## src/logic/nsc_pkg.sv

```systemverilog
// Package of constants and types for the nibble strobe and calibration controller.
`default_nettype none
package nsc_pkg;
	// --------------------------------------------------------------------
	// Timing and reset values
	// --------------------------------------------------------------------
	localparam int CLK_PERIOD_NS = 25;
	localparam logic [5:0] READ_IDLE_RST = 6'h00;
	localparam logic [7:0] ROUNDING_RST = 8'h10;
	// Calibration sweep length, in core clocks, of the initial delay calibration.
	localparam logic [7:0] CAL_CYCLES = 8'h40;
	// Drift tracking update interval, in core clocks.
	localparam logic [7:0] TRACK_INTERVAL = 8'h20;

	// --------------------------------------------------------------------
	// Encodings
	// --------------------------------------------------------------------
	localparam logic DIV_BY_TWO = 1'b0;
	localparam logic DIV_BY_FOUR = 1'b1;
	localparam logic SRC_SYNTH = 1'b0;
	localparam logic SRC_REF = 1'b1;

	// Calibration sequencer states, Gray coded along the usual path.
	typedef enum logic [1:0] {
		NSC_IDLE = 2'b00,
		NSC_CAL = 2'b01,
		NSC_READY = 2'b11
	} nsc_cal_e;
endpackage : nsc_pkg
`default_nettype wire

```

## src/logic/nsc_ctrl.sv

```systemverilog
// Nibble strobe gating, termination hold, clock division and calibration control.
`timescale 1ns/1ps
`default_nettype none

// Contract
// Gated strobe passes only from preamble onward.
// Block strobe after each fall, reopen later.
// Gating exists only in slice zero.
// Gate follows read window enable input.
// Idle count delays termination switch off.
// Eight-bit deserialization uses divide by four.
// Four-bit uses divide by two; write clock divided.
// Synthesizer clock option is default source.
// Reference clock source only for receive slices.
// Rounding factor power of two, default sixteen.
// Control port clock always external.
// Calibration enabled runs initial calibration.
// Calibration disabled skips initial calibration.
// Input delays tracked for drift when enabled.
// Output delays tracked for drift when enabled.
// Quarter delays tracked when enabled.
// Delay calibrated flag after initial calibration.
module nsc_ctrl (
	input wire logic core_clk,
	input wire logic rst,
	input wire logic rx_gating_enable,
	input wire logic strobe_pin,
	input wire logic read_window_enable,
	input wire logic [5:0] read_idle_count,
	input wire logic div_mode,
	input wire logic master_clock_select,
	input wire logic is_receive_slice,
	input wire logic [7:0] rounding_factor,
	input wire logic builtin_self_calibration,
	input wire logic input_delay_drift_track,
	input wire logic output_delay_drift_track,
	input wire logic quarter_delay_drift_track,
	output logic slice_zero_strobe,
	output logic odt_enable,
	output logic fifo_write_clock_out,
	output logic source_is_reference,
	output logic config_error,
	output logic delay_calibrated_flag,
	output logic input_delay_update,
	output logic output_delay_update,
	output logic quarter_delay_update
);
	// --------------------------------------------------------------------
	// Input synchronisers
	// --------------------------------------------------------------------
	logic [1:0] stb_sync_r;
	logic [1:0] stb_sync_nxt;
	logic [1:0] rwe_sync_r;
	logic [1:0] rwe_sync_nxt;
	logic stb_d_r;
	logic stb_d_nxt;

	// The pin strobe and read window both come from outside, so two stages each.
	always_comb
	begin
		stb_sync_nxt = {stb_sync_r[0], strobe_pin};
		rwe_sync_nxt = {rwe_sync_r[0], read_window_enable};
		stb_d_nxt = stb_sync_r[1];
	end

	// Synchroniser registers.
	always_ff @(posedge core_clk)
	begin
		if (rst)
		begin
			stb_sync_r <= 2'h0;
			rwe_sync_r <= 2'h0;
			stb_d_r <= 1'b0;
		end
		else
		begin
			stb_sync_r <= stb_sync_nxt;
			rwe_sync_r <= rwe_sync_nxt;
			stb_d_r <= stb_d_nxt;
		end
	end

	// --------------------------------------------------------------------
	// Slice zero strobe gate and termination hold
	// --------------------------------------------------------------------
	logic gate_open_r;
	logic gate_open_nxt;
	logic blank_r;
	logic blank_nxt;
	logic strobe_out_r;
	logic strobe_out_nxt;
	logic [5:0] idle_cnt_r;
	logic [5:0] idle_cnt_nxt;
	logic odt_r;
	logic odt_nxt;
	logic stb_fall;

	// Only slice zero receives a strobe, so this is the single gate of the nibble.
	always_comb
	begin
		stb_fall = stb_d_r & ~stb_sync_r[1];
		gate_open_nxt = rwe_sync_r[1];
		// Blank for one cycle after each falling edge, then reopen.
		blank_nxt = stb_fall;
		if (!rx_gating_enable)
			strobe_out_nxt = stb_sync_r[1];
		else
			strobe_out_nxt = stb_sync_r[1] & gate_open_r & ~blank_r;
		// Termination stays on for the idle count after the read window closes.
		idle_cnt_nxt = idle_cnt_r;
		odt_nxt = odt_r;
		if (rwe_sync_r[1])
		begin
			odt_nxt = 1'b1;
			idle_cnt_nxt = read_idle_count;
		end
		else if (idle_cnt_r != 6'h00)
			idle_cnt_nxt = idle_cnt_r - 6'h01;
		else
			odt_nxt = 1'b0;
	end

	// Gate and termination registers.
	always_ff @(posedge core_clk)
	begin
		if (rst)
		begin
			gate_open_r <= 1'b0;
			blank_r <= 1'b0;
			strobe_out_r <= 1'b0;
			idle_cnt_r <= nsc_pkg::READ_IDLE_RST;
			odt_r <= 1'b0;
		end
		else
		begin
			gate_open_r <= gate_open_nxt;
			blank_r <= blank_nxt;
			strobe_out_r <= strobe_out_nxt;
			idle_cnt_r <= idle_cnt_nxt;
			odt_r <= odt_nxt;
		end
	end

	assign slice_zero_strobe = strobe_out_r;
	assign odt_enable = odt_r;

	// --------------------------------------------------------------------
	// Write clock divider and source checks
	// --------------------------------------------------------------------
	logic [1:0] div_cnt_r;
	logic [1:0] div_cnt_nxt;
	logic wclk_r;
	logic wclk_nxt;
	logic src_ref_r;
	logic src_ref_nxt;
	logic cfg_err_r;
	logic cfg_err_nxt;
	logic pow2_ok;

	// Divide by two toggles every cycle, divide by four every second cycle.
	always_comb
	begin
		div_cnt_nxt = div_cnt_r + 2'h1;
		wclk_nxt = wclk_r;
		if (div_mode == nsc_pkg::DIV_BY_TWO)
			wclk_nxt = ~wclk_r;
		else if (div_cnt_r[0])
			wclk_nxt = ~wclk_r;
		// Reference source is legal only on a receive slice.
		src_ref_nxt = (master_clock_select == nsc_pkg::SRC_REF);
		// Flag a rounding factor that is not one bit set.
		pow2_ok = (rounding_factor != 8'h00) &&
			((rounding_factor & (rounding_factor - 8'h01)) == 8'h00);
		cfg_err_nxt = ~pow2_ok | (src_ref_nxt & ~is_receive_slice);
	end

	// Divider and configuration registers; control port clock is external only.
	always_ff @(posedge core_clk)
	begin
		if (rst)
		begin
			div_cnt_r <= 2'h0;
			wclk_r <= 1'b0;
			src_ref_r <= nsc_pkg::SRC_SYNTH;
			cfg_err_r <= 1'b0;
		end
		else
		begin
			div_cnt_r <= div_cnt_nxt;
			wclk_r <= wclk_nxt;
			src_ref_r <= src_ref_nxt;
			cfg_err_r <= cfg_err_nxt;
		end
	end

	assign fifo_write_clock_out = wclk_r;
	assign source_is_reference = src_ref_r;
	assign config_error = cfg_err_r;

	// --------------------------------------------------------------------
	// Calibration sequencer and drift tracking
	// --------------------------------------------------------------------
	nsc_pkg::nsc_cal_e cal_st_r;
	nsc_pkg::nsc_cal_e cal_st_nxt;
	logic [7:0] cal_cnt_r;
	logic [7:0] cal_cnt_nxt;
	logic [7:0] trk_cnt_r;
	logic [7:0] trk_cnt_nxt;
	logic trk_tick;

	// After reset the sequencer calibrates, or skips straight to ready when disabled.
	always_comb
	begin
		cal_st_nxt = cal_st_r;
		cal_cnt_nxt = cal_cnt_r;
		case (cal_st_r)
			nsc_pkg::NSC_IDLE:
			begin
				cal_cnt_nxt = 8'h00;
				if (builtin_self_calibration)
					cal_st_nxt = nsc_pkg::NSC_CAL;
				else
					cal_st_nxt = nsc_pkg::NSC_READY;
			end
			nsc_pkg::NSC_CAL:
			begin
				cal_cnt_nxt = cal_cnt_r + 8'h01;
				if (cal_cnt_r == nsc_pkg::CAL_CYCLES - 8'h01)
					cal_st_nxt = nsc_pkg::NSC_READY;
			end
			default:
				cal_st_nxt = nsc_pkg::NSC_READY;
		endcase
		// Tracking updates only run once calibrated, to avoid disturbing the sweep.
		trk_tick = (cal_st_r == nsc_pkg::NSC_READY) && (trk_cnt_r == 8'h00);
		if (cal_st_r != nsc_pkg::NSC_READY || trk_cnt_r == 8'h00)
			trk_cnt_nxt = nsc_pkg::TRACK_INTERVAL - 8'h01;
		else
			trk_cnt_nxt = trk_cnt_r - 8'h01;
	end

	// Calibration registers.
	always_ff @(posedge core_clk)
	begin
		if (rst)
		begin
			cal_st_r <= nsc_pkg::NSC_IDLE;
			cal_cnt_r <= 8'h00;
			trk_cnt_r <= 8'h00;
		end
		else
		begin
			cal_st_r <= cal_st_nxt;
			cal_cnt_r <= cal_cnt_nxt;
			trk_cnt_r <= trk_cnt_nxt;
		end
	end

	// Per-path drift update pulses.
	assign input_delay_update = trk_tick & input_delay_drift_track;
	assign output_delay_update = trk_tick & output_delay_drift_track;
	assign quarter_delay_update = trk_tick & quarter_delay_drift_track;
	assign delay_calibrated_flag = (cal_st_r == nsc_pkg::NSC_READY);
endmodule : nsc_ctrl

`default_nettype wire

```

## config.mk

```make
export PLATFORM = sky130hd
export DESIGN_NAME = nsc_ctrl
export DESIGN_NICKNAME = d
export VERILOG_FILES = /design/src/logic/nsc_pkg.sv /design/src/logic/nsc_ctrl.sv
export SDC_FILE = /design/constraint.sdc
export NUM_CORES = 1
export LEC_CHECK = 0
export BUFFER_PORTS_ARGS = -buffer_cell sky130_fd_sc_hd__buf_2
export CAP_MARGIN = 10
export CORE_ASPECT_RATIO = 1.2
export CORE_MARGIN = 10
export CORE_UTILIZATION = 53
export DETAILED_ROUTE_END_ITERATION = 8
export GPL_TIMING_DRIVEN = 0
export PLACE_DENSITY = 0.78
export SLEW_MARGIN = 20
export SYNTH_ARGS = -nofsm -noshare
export SYNTH_HDL_FRONTEND = slang
export SYNTH_SLANG_ARGS = --single-unit
```

## constraint.sdc

```tcl
create_clock -name core_clk -period 2.1 [get_ports core_clk]
set_input_delay 0.315 -clock core_clk [delete_from_list [all_inputs] [get_ports core_clk]]
set_output_delay 0.315 -clock core_clk [all_outputs]
set_load 0.005 [all_outputs]
```

==> results of run 1 <==
==> cell type report <==
type,instances,area (um^2)
plain buffers,6,22.5
repair buffers,35,178
flip-flops and latches,37,742
clock buffers,8,48.8
inverters,8,30.0
well taps,34,42.5
fillers,239,936
multi-input cells,128,838
==> per-stage QoR <==
| stage | area, um^2 | util (%) | setup WS, ns | instances | total power [mW] |
|---|---|---|---|---|---|
| global placement | 1810 | 63.8 | 0.269 | 247 | 1.23 |
| global route | 1900 | 67.0 | 0.00301 | 256 | 1.70 |
| floorplan | 1600 | - | 0.469 | 179 | 1.15 |
| CTS | 1880 | 66.3 | 0.0315 | 256 | 1.61 |
| finish | 1900 | 67.0 | 0.0980 | 256 | 1.60 |
| detailed placement | 1810 | 63.8 | 0.216 | 247 | 1.26 |
==> repair_timing <==
action | in CTS | in global routing
setup endpoints to repair | 3 | 3
pin swaps | 1 | 1
buffers inserted | 1 | 0
gates resized for setup | 2 | 4
==> sequential cells by signal, indices dropped and copies added (netlist names), 2 cells and up <==
signal,cells
cal_cnt_r,8
trk_cnt_r,8
idle_cnt_r,6
cal_st_r,2
rwe_sync_r,2
stb_sync_r,2
==> routing by layer <==
layer	vias to the layer above	wire length, um	GRT usage [%]	part of all wire [%]
met4	0	58	5.93	1.7
met5	-	0	0	0
met2	34	1770	23.7	50
met3	7	218	5.17	6.2
li1	700	-	-	-
met1	637	1470	11.3	42
==> worst paths after layout <==
path / from / end / slack [ns]
worst max-delay path: trk_cnt_r[5] / quarter_delay_update / 0.1
worst min-delay path: rx_gating_enable / slice_zero_strobe / 0.17
worst max register to register: idle_cnt_r[2] / idle_cnt_r[0] / 0.42
worst min register to register: stb_sync_r[1] / blank_r / 0.41
==> power breakdown <==
group	total [mW]	internal (mW)	switching (mW)	leakage, nW
Sequential	0.825	0.768	0.0572	0.305
Combinational	0.425	0.216	0.209	0.429
Clock	0.347	0.133	0.213	0.0265
Total	1.60	1.12	0.479	0.760
==> worst register-to-register path: cells and delay by family, from the launching register on <==
family | cells | cell delay [ns]
flip-flops | 1 | 0.36
AND/OR/NAND/NOR | 2 | 0.68
AO/OA/AOI/OAI | 1 | 0.10
XOR/XNOR | 1 | 0.17
buffers and inverters | 1 | 0.24
==> placed cells by master (no fill, tap or decap), types with 3 or more instances in the layout <==
master    count
dfxtp_1      36
buf_2        34
nor2_1       17
nand2_1      14
a21oi_1      12
nor3_1       11
xnor2_1      11
inv_1         8
nor2b_1       7
xor2_1        7
clkbuf_1      6
and2_1        5
clkbuf_4      5
nand2b_1      4
ha_1          4
buf_1         3
nor3b_1       3
or3_1         3
o21ai_0       3
==> logic make-up after synthesis <==
family / Yosys count
buf+inv: 14
xor+xnor: 18
flops: 37
mux: 1
simple gates: 76
compound gates: 28
fa+ha+maj: 5
==> summary.md, run 1 <==
| Metric | Value |
|---|---|
| Final setup violation count | 0 |
| Distinct cells, synth | 36 |
| Post-synthesis mux area share | 0.626% |
| Core area | 0.00284 mm^2 |
| Gpl congestion | 0.847 |
| WHS | 0.168 ns |
| Initial Util | 56.3% |
| CTS tree | yes |
| Async SR Flop Fraction | 0% |
| Vias | 1378 |
| Critical setup path kind | register to output pin |
| Number of synthesized flops with an enable pin | 0 |
| Top cells by area, synth | dfxtp_1 (46%), xnor2_1 (6.0%), nor2_1 (4.0%), xor2_1 (3.8%), a21oi_1 (3.8%) |
| CP Data Required Time | 1.78 ns |
| Area growth, synth to finish | 18.9% |
| Sequential area share after synthesis | 46.3% |
| Final clock skew | 0.00821 ns |
| Hold Path Depth | 2 |
| Synth Instances | 179 |
| Clk root buf | clkbuf_4 |
| MaxCap Viol Count | 0 |
| Yosys warns | 0 |
| Post-synthesis simple-gate area fraction | 24.7% |
| I/O pin cnt | 35 |
| Mean Syn Cell Area | 8.93 um^2 |
| # H-tree levels | 2 |
| Die H | 80.2 um |
| Worst slew pin tran | 0.549 ns |
| Cell count along the critical path | 5 |
| Post-DR wirelength/cell | 13.7 um |
| Vias in the first global route | 1425 |
| Count leader, synth | dfxtp_1 |
| Setup TNS | 0 ns |
| Post-CTS Hold Buffers | 0 |
| Full die area | 0.00562 mm^2 |
| CP delay by family, top | simple AND/OR/NAND/NOR gates |
| Worst-Skew Late Latency | 0.34 ns |
| DRT Pass-1 Iters | 4 |
| Syn_nets | 209 |
| CP Max Fanout | 3 |
| Slowest cell on crit path | dfxtp_1 |
| Final Hold Fails | 0 |
| Ant diodes | 0 |
| Antenna violations before repair | 0 |
| Port Buffers | 34 |
| PwrDens | 840 mW/mm^2 |
| Post-DP HPWL | 2.72 mm |
| # rows | 21 |
| Cell taking the most area after synthesis | dfxtp_1 |
| Status | complete, no violations |
| Worst-case reg-to-reg path depth | 5 |
| Maximum vdd drop | 0.000511 V |
| Initial drt markers | 55 |
| Arrival @ worst endpoint | 1.69 ns |
| Die width | 70.1 um |
| Tmin final | 2.00 ns |
| Commonest cells post-synth | dfxtp_1 (37), nor2_1 (17), nand2_1 (15) |
| CP Launch Type | register |
| First-pass GRT wire length | 5.85 mm |
| Register bit total from synthesis | 37 |
| Pin count of the biggest net entering global routing | 11 |
| Period utilization | 95.3% |
| Leakage power | 0.760 nW |
| Critical path cell sequence | nor4_4 -> nand2_2 -> nor4b_4 -> and2_1 -> buf_2 |
| Fmax | 500 MHz |
| Antenna-violating nets left | 0 |
| Top FF cell, synth | dfxtp_1 |
| All-Layer GR Usage | 12.5% |
| CTS sink cnt | 37 |
| Final Slew Violations | 0 |
| Yosys top cell area share | 46.3% |
| Total gr overflow | 0 |
| Fin nets | 251 |
| CP Buf/Inv Count | 1 |
| Max incr delay on CP | 0.36 ns |
| Largest family of logic cells by synthesized area | simple AND/OR/NAND/NOR gates |
| Clock slew at reported path FFs | 0.10 ns |
| Synth Cell Area | 0.00160 mm^2 |
| Clock buffer count from CTS | 5 |
| # DRC | 0 |
| Clk buf depth | 2 |
| Fraction of layout cells with a size suffix above 1 | 21.2% |
| Via/cell ratio | 5.38 |
| CP Capture Type | output pin |
| Area share of fa/ha/maj cells after synthesis | 3.76% |
| RSZ-0062 raised after global routing | no |
| Hold WC Path Type | input port to register |
| Relative slew slack | 63.0% |
| Complex-gate fraction of the synthesized area | 11.4% |
| Xor and xnor area share after synthesis | 9.86% |
| Drt total wl | 3.51 mm |
No activity file was read; power rests on OpenSTA's default activity.
==> run 2, diff against run 1 <==
==> constraint.sdc (replaced) <==
create_clock -name core_clk -period 2.1 [get_ports core_clk]
set_input_delay 0.315 -clock core_clk [delete_from_list [all_inputs] [get_ports core_clk]]
set_output_delay 0.315 -clock core_clk [all_outputs]
set_load 0.01 [all_outputs]
==> run 2 against run 1 <==
Net effect:
- total power increased by 0.22%
- final cell count is the same
- cell area barely moved
- sequential power barely moved
- critical path type unchanged
- flip-flop and latch count is the same
- clock-buffer cell count stayed put
- clock skew unchanged
- core utilization about the same
==> summary.md, run 2 (same netlist as run 1, synthesis figures left out) <==
| Metric | Value |
|---|---|
| Status | complete, no violations |
| Initial Util | 56.3% |
| Tmin final | 2.01 ns |
| Vias | 1377 |
| Critical path cell sequence | nor4_4 -> nand2_2 -> nor4b_4 -> and2_1 -> buf_2 |
| Clk buf depth | 2 |
| Antenna-violating nets left | 0 |
| PwrDens | 841 mW/mm^2 |
| Worst reg2reg startpoint | idle_cnt_r[2] |
| Slowest cell on crit path | dfxtp_2 |
| Dpl ws | 0.198 ns |
| Final setup violation count | 0 |
| Final Cell Area | 0.00190 mm^2 |
| Hold Path Depth | 2 |
| Arrival @ worst endpoint | 1.70 ns |
| CP Launch Type | register |
| Via/cell ratio | 5.38 |
| Most frequent cells in the layout | dfxtp_1 (35), buf_2 (34), nor2_1 (17) |
| First-pass GRT wire length | 5.85 mm |
| Regs by FF count | cal_cnt_r: 8 flops, trk_cnt_r: 8 flops, idle_cnt_r: 6 flops |
| Die H | 80.2 um |
| Die width | 70.1 um |
| Gpl congestion | 0.847 |
| Drt total wl | 3.52 mm |
| Full die area | 0.00562 mm^2 |
| Initial drt markers | 57 |
| Fraction of layout cells with a size suffix above 1 | 21.6% |
| Period utilization | 95.8% |
| CP Max Fanout | 4 |
| I/O pin cnt | 35 |
| All-Layer GR Usage | 12.5% |
| Clock slew at reported path FFs | 0.10 ns |
| Final worst setup slack | 0.0892 ns |
| MaxCap Viol Count | 0 |
| Total gr overflow | 0 |
| # H-tree levels | 2 |
| Core area | 0.00284 mm^2 |
| Worst r2r dst | idle_cnt_r[0] |
| Fillers | 239 |
| Final clock skew | 0.00821 ns |
| Leakage power | 0.761 nW |
| Reg area | 743 um^2 |
| DRT Pass-1 Iters | 4 |
| Clk root buf | clkbuf_4 |
| Port Buffers | 34 |
| Antenna violations before repair | 0 |
| # DRC | 0 |
| Max incr delay on CP | 0.37 ns |
| Area growth, synth to finish | 19.0% |
| Vias in the first global route | 1425 |
| Maximum vdd drop | 0.000511 V |
| Final Hold Fails | 0 |
| Dpl cell area | 0.00181 mm^2 |
| Pin count of the biggest net entering global routing | 11 |
| Relative slew slack | 63.0% |
| RSZ-0062 raised after global routing | no |
| Multi-input gate area | 838 um^2 |
| CP Data Required Time | 1.78 ns |
| CTS tree | yes |
| Worst slew pin tran | 0.549 ns |
| Post-DR wirelength/cell | 13.7 um |
| Setup TNS | 0 ns |
| Clock buffer count from CTS | 5 |
| WHS | 0.168 ns |
| Worst-Skew Late Latency | 0.34 ns |
| Ant diodes | 0 |
| CTS sink cnt | 37 |
| Final Slew Violations | 0 |
| Fin nets | 251 |
| Hold WC Path Type | input port to register |
| Worst-case reg-to-reg path depth | 5 |
| Post-CTS Hold Buffers | 0 |
| Fmax | 497 MHz |
| R2R setup slack | 0.42 ns |
| Critical setup path kind | register to output pin |
| # rows | 21 |
| Worst Hold Launch | rx_gating_enable |
| Post-DP HPWL | 2.72 mm |
| Hold Path End | slice_zero_strobe |
| Commonest non-fill, non-tap cell in the layout | dfxtp_1 |
| CP Capture Type | output pin |
==> run 2: cell type report <==
class / instances / share of cell area (%)
well taps: 34 / 2.24
multi-input cells: 128 / 44.0
flip-flops and latches: 37 / 39.1
repair buffers: 35 / 9.34
clock buffers: 8 / 2.56
inverters: 8 / 1.58
plain buffers: 6 / 1.18
==> run 2: per-layer routing <==
layer / share of wire (%) / track usage, %
met3: 6.2 / 5.17
met5: 0 / 0
met1: 42 / 11.3
met4: 1.7 / 5.93
met2: 50 / 23.7
==> run 2: per-stage QoR <==
step           total power [mW]  util (%)  cells
4_1_cts                    1.61      66.3    256
6_report                   1.60      67.1    256
5_1_grt                    1.71      67.1    256
3_5_place_dp               1.26      63.8    247
3_3_place_gp               1.23      63.8    247
2_1_floorplan              1.15         -    179
==> run 2: repair_timing <==
action                     CTS  global route
hold endpoints to repair     0             0
gates resized for setup      2             5
pin swaps                    1             2
buffers inserted             1             0
setup endpoints to repair    3             3
==> run 2: worst max-delay path: cells and delay by family (launching register included) <==
family / cells / cell delay, ns
simple gates: 4 / 0.87
flops: 1 / 0.37
buf+inv: 1 / 0.13
==> run 2: how the worst max path moves through the flow <==
stage               cells past startpoint  slack, ns         start                   end
floorplan                               4       0.43  trk_cnt_r[3]    input_delay_update
detailed placement                      5       0.20  trk_cnt_r[3]  quarter_delay_update
global placement                        5       0.25  trk_cnt_r[3]    input_delay_update
finish                                  5       0.09  trk_cnt_r[2]  quarter_delay_update
global route                            5      0.003  trk_cnt_r[5]   output_delay_update
CTS                                     5       0.01  trk_cnt_r[3]  quarter_delay_update
==> run 2: report_power, final <==
part	internal [mW]	total, mW	switching (mW)
Clock	0.133	0.347	0.213
Combinational	0.216	0.428	0.212
Sequential	0.768	0.825	0.0573
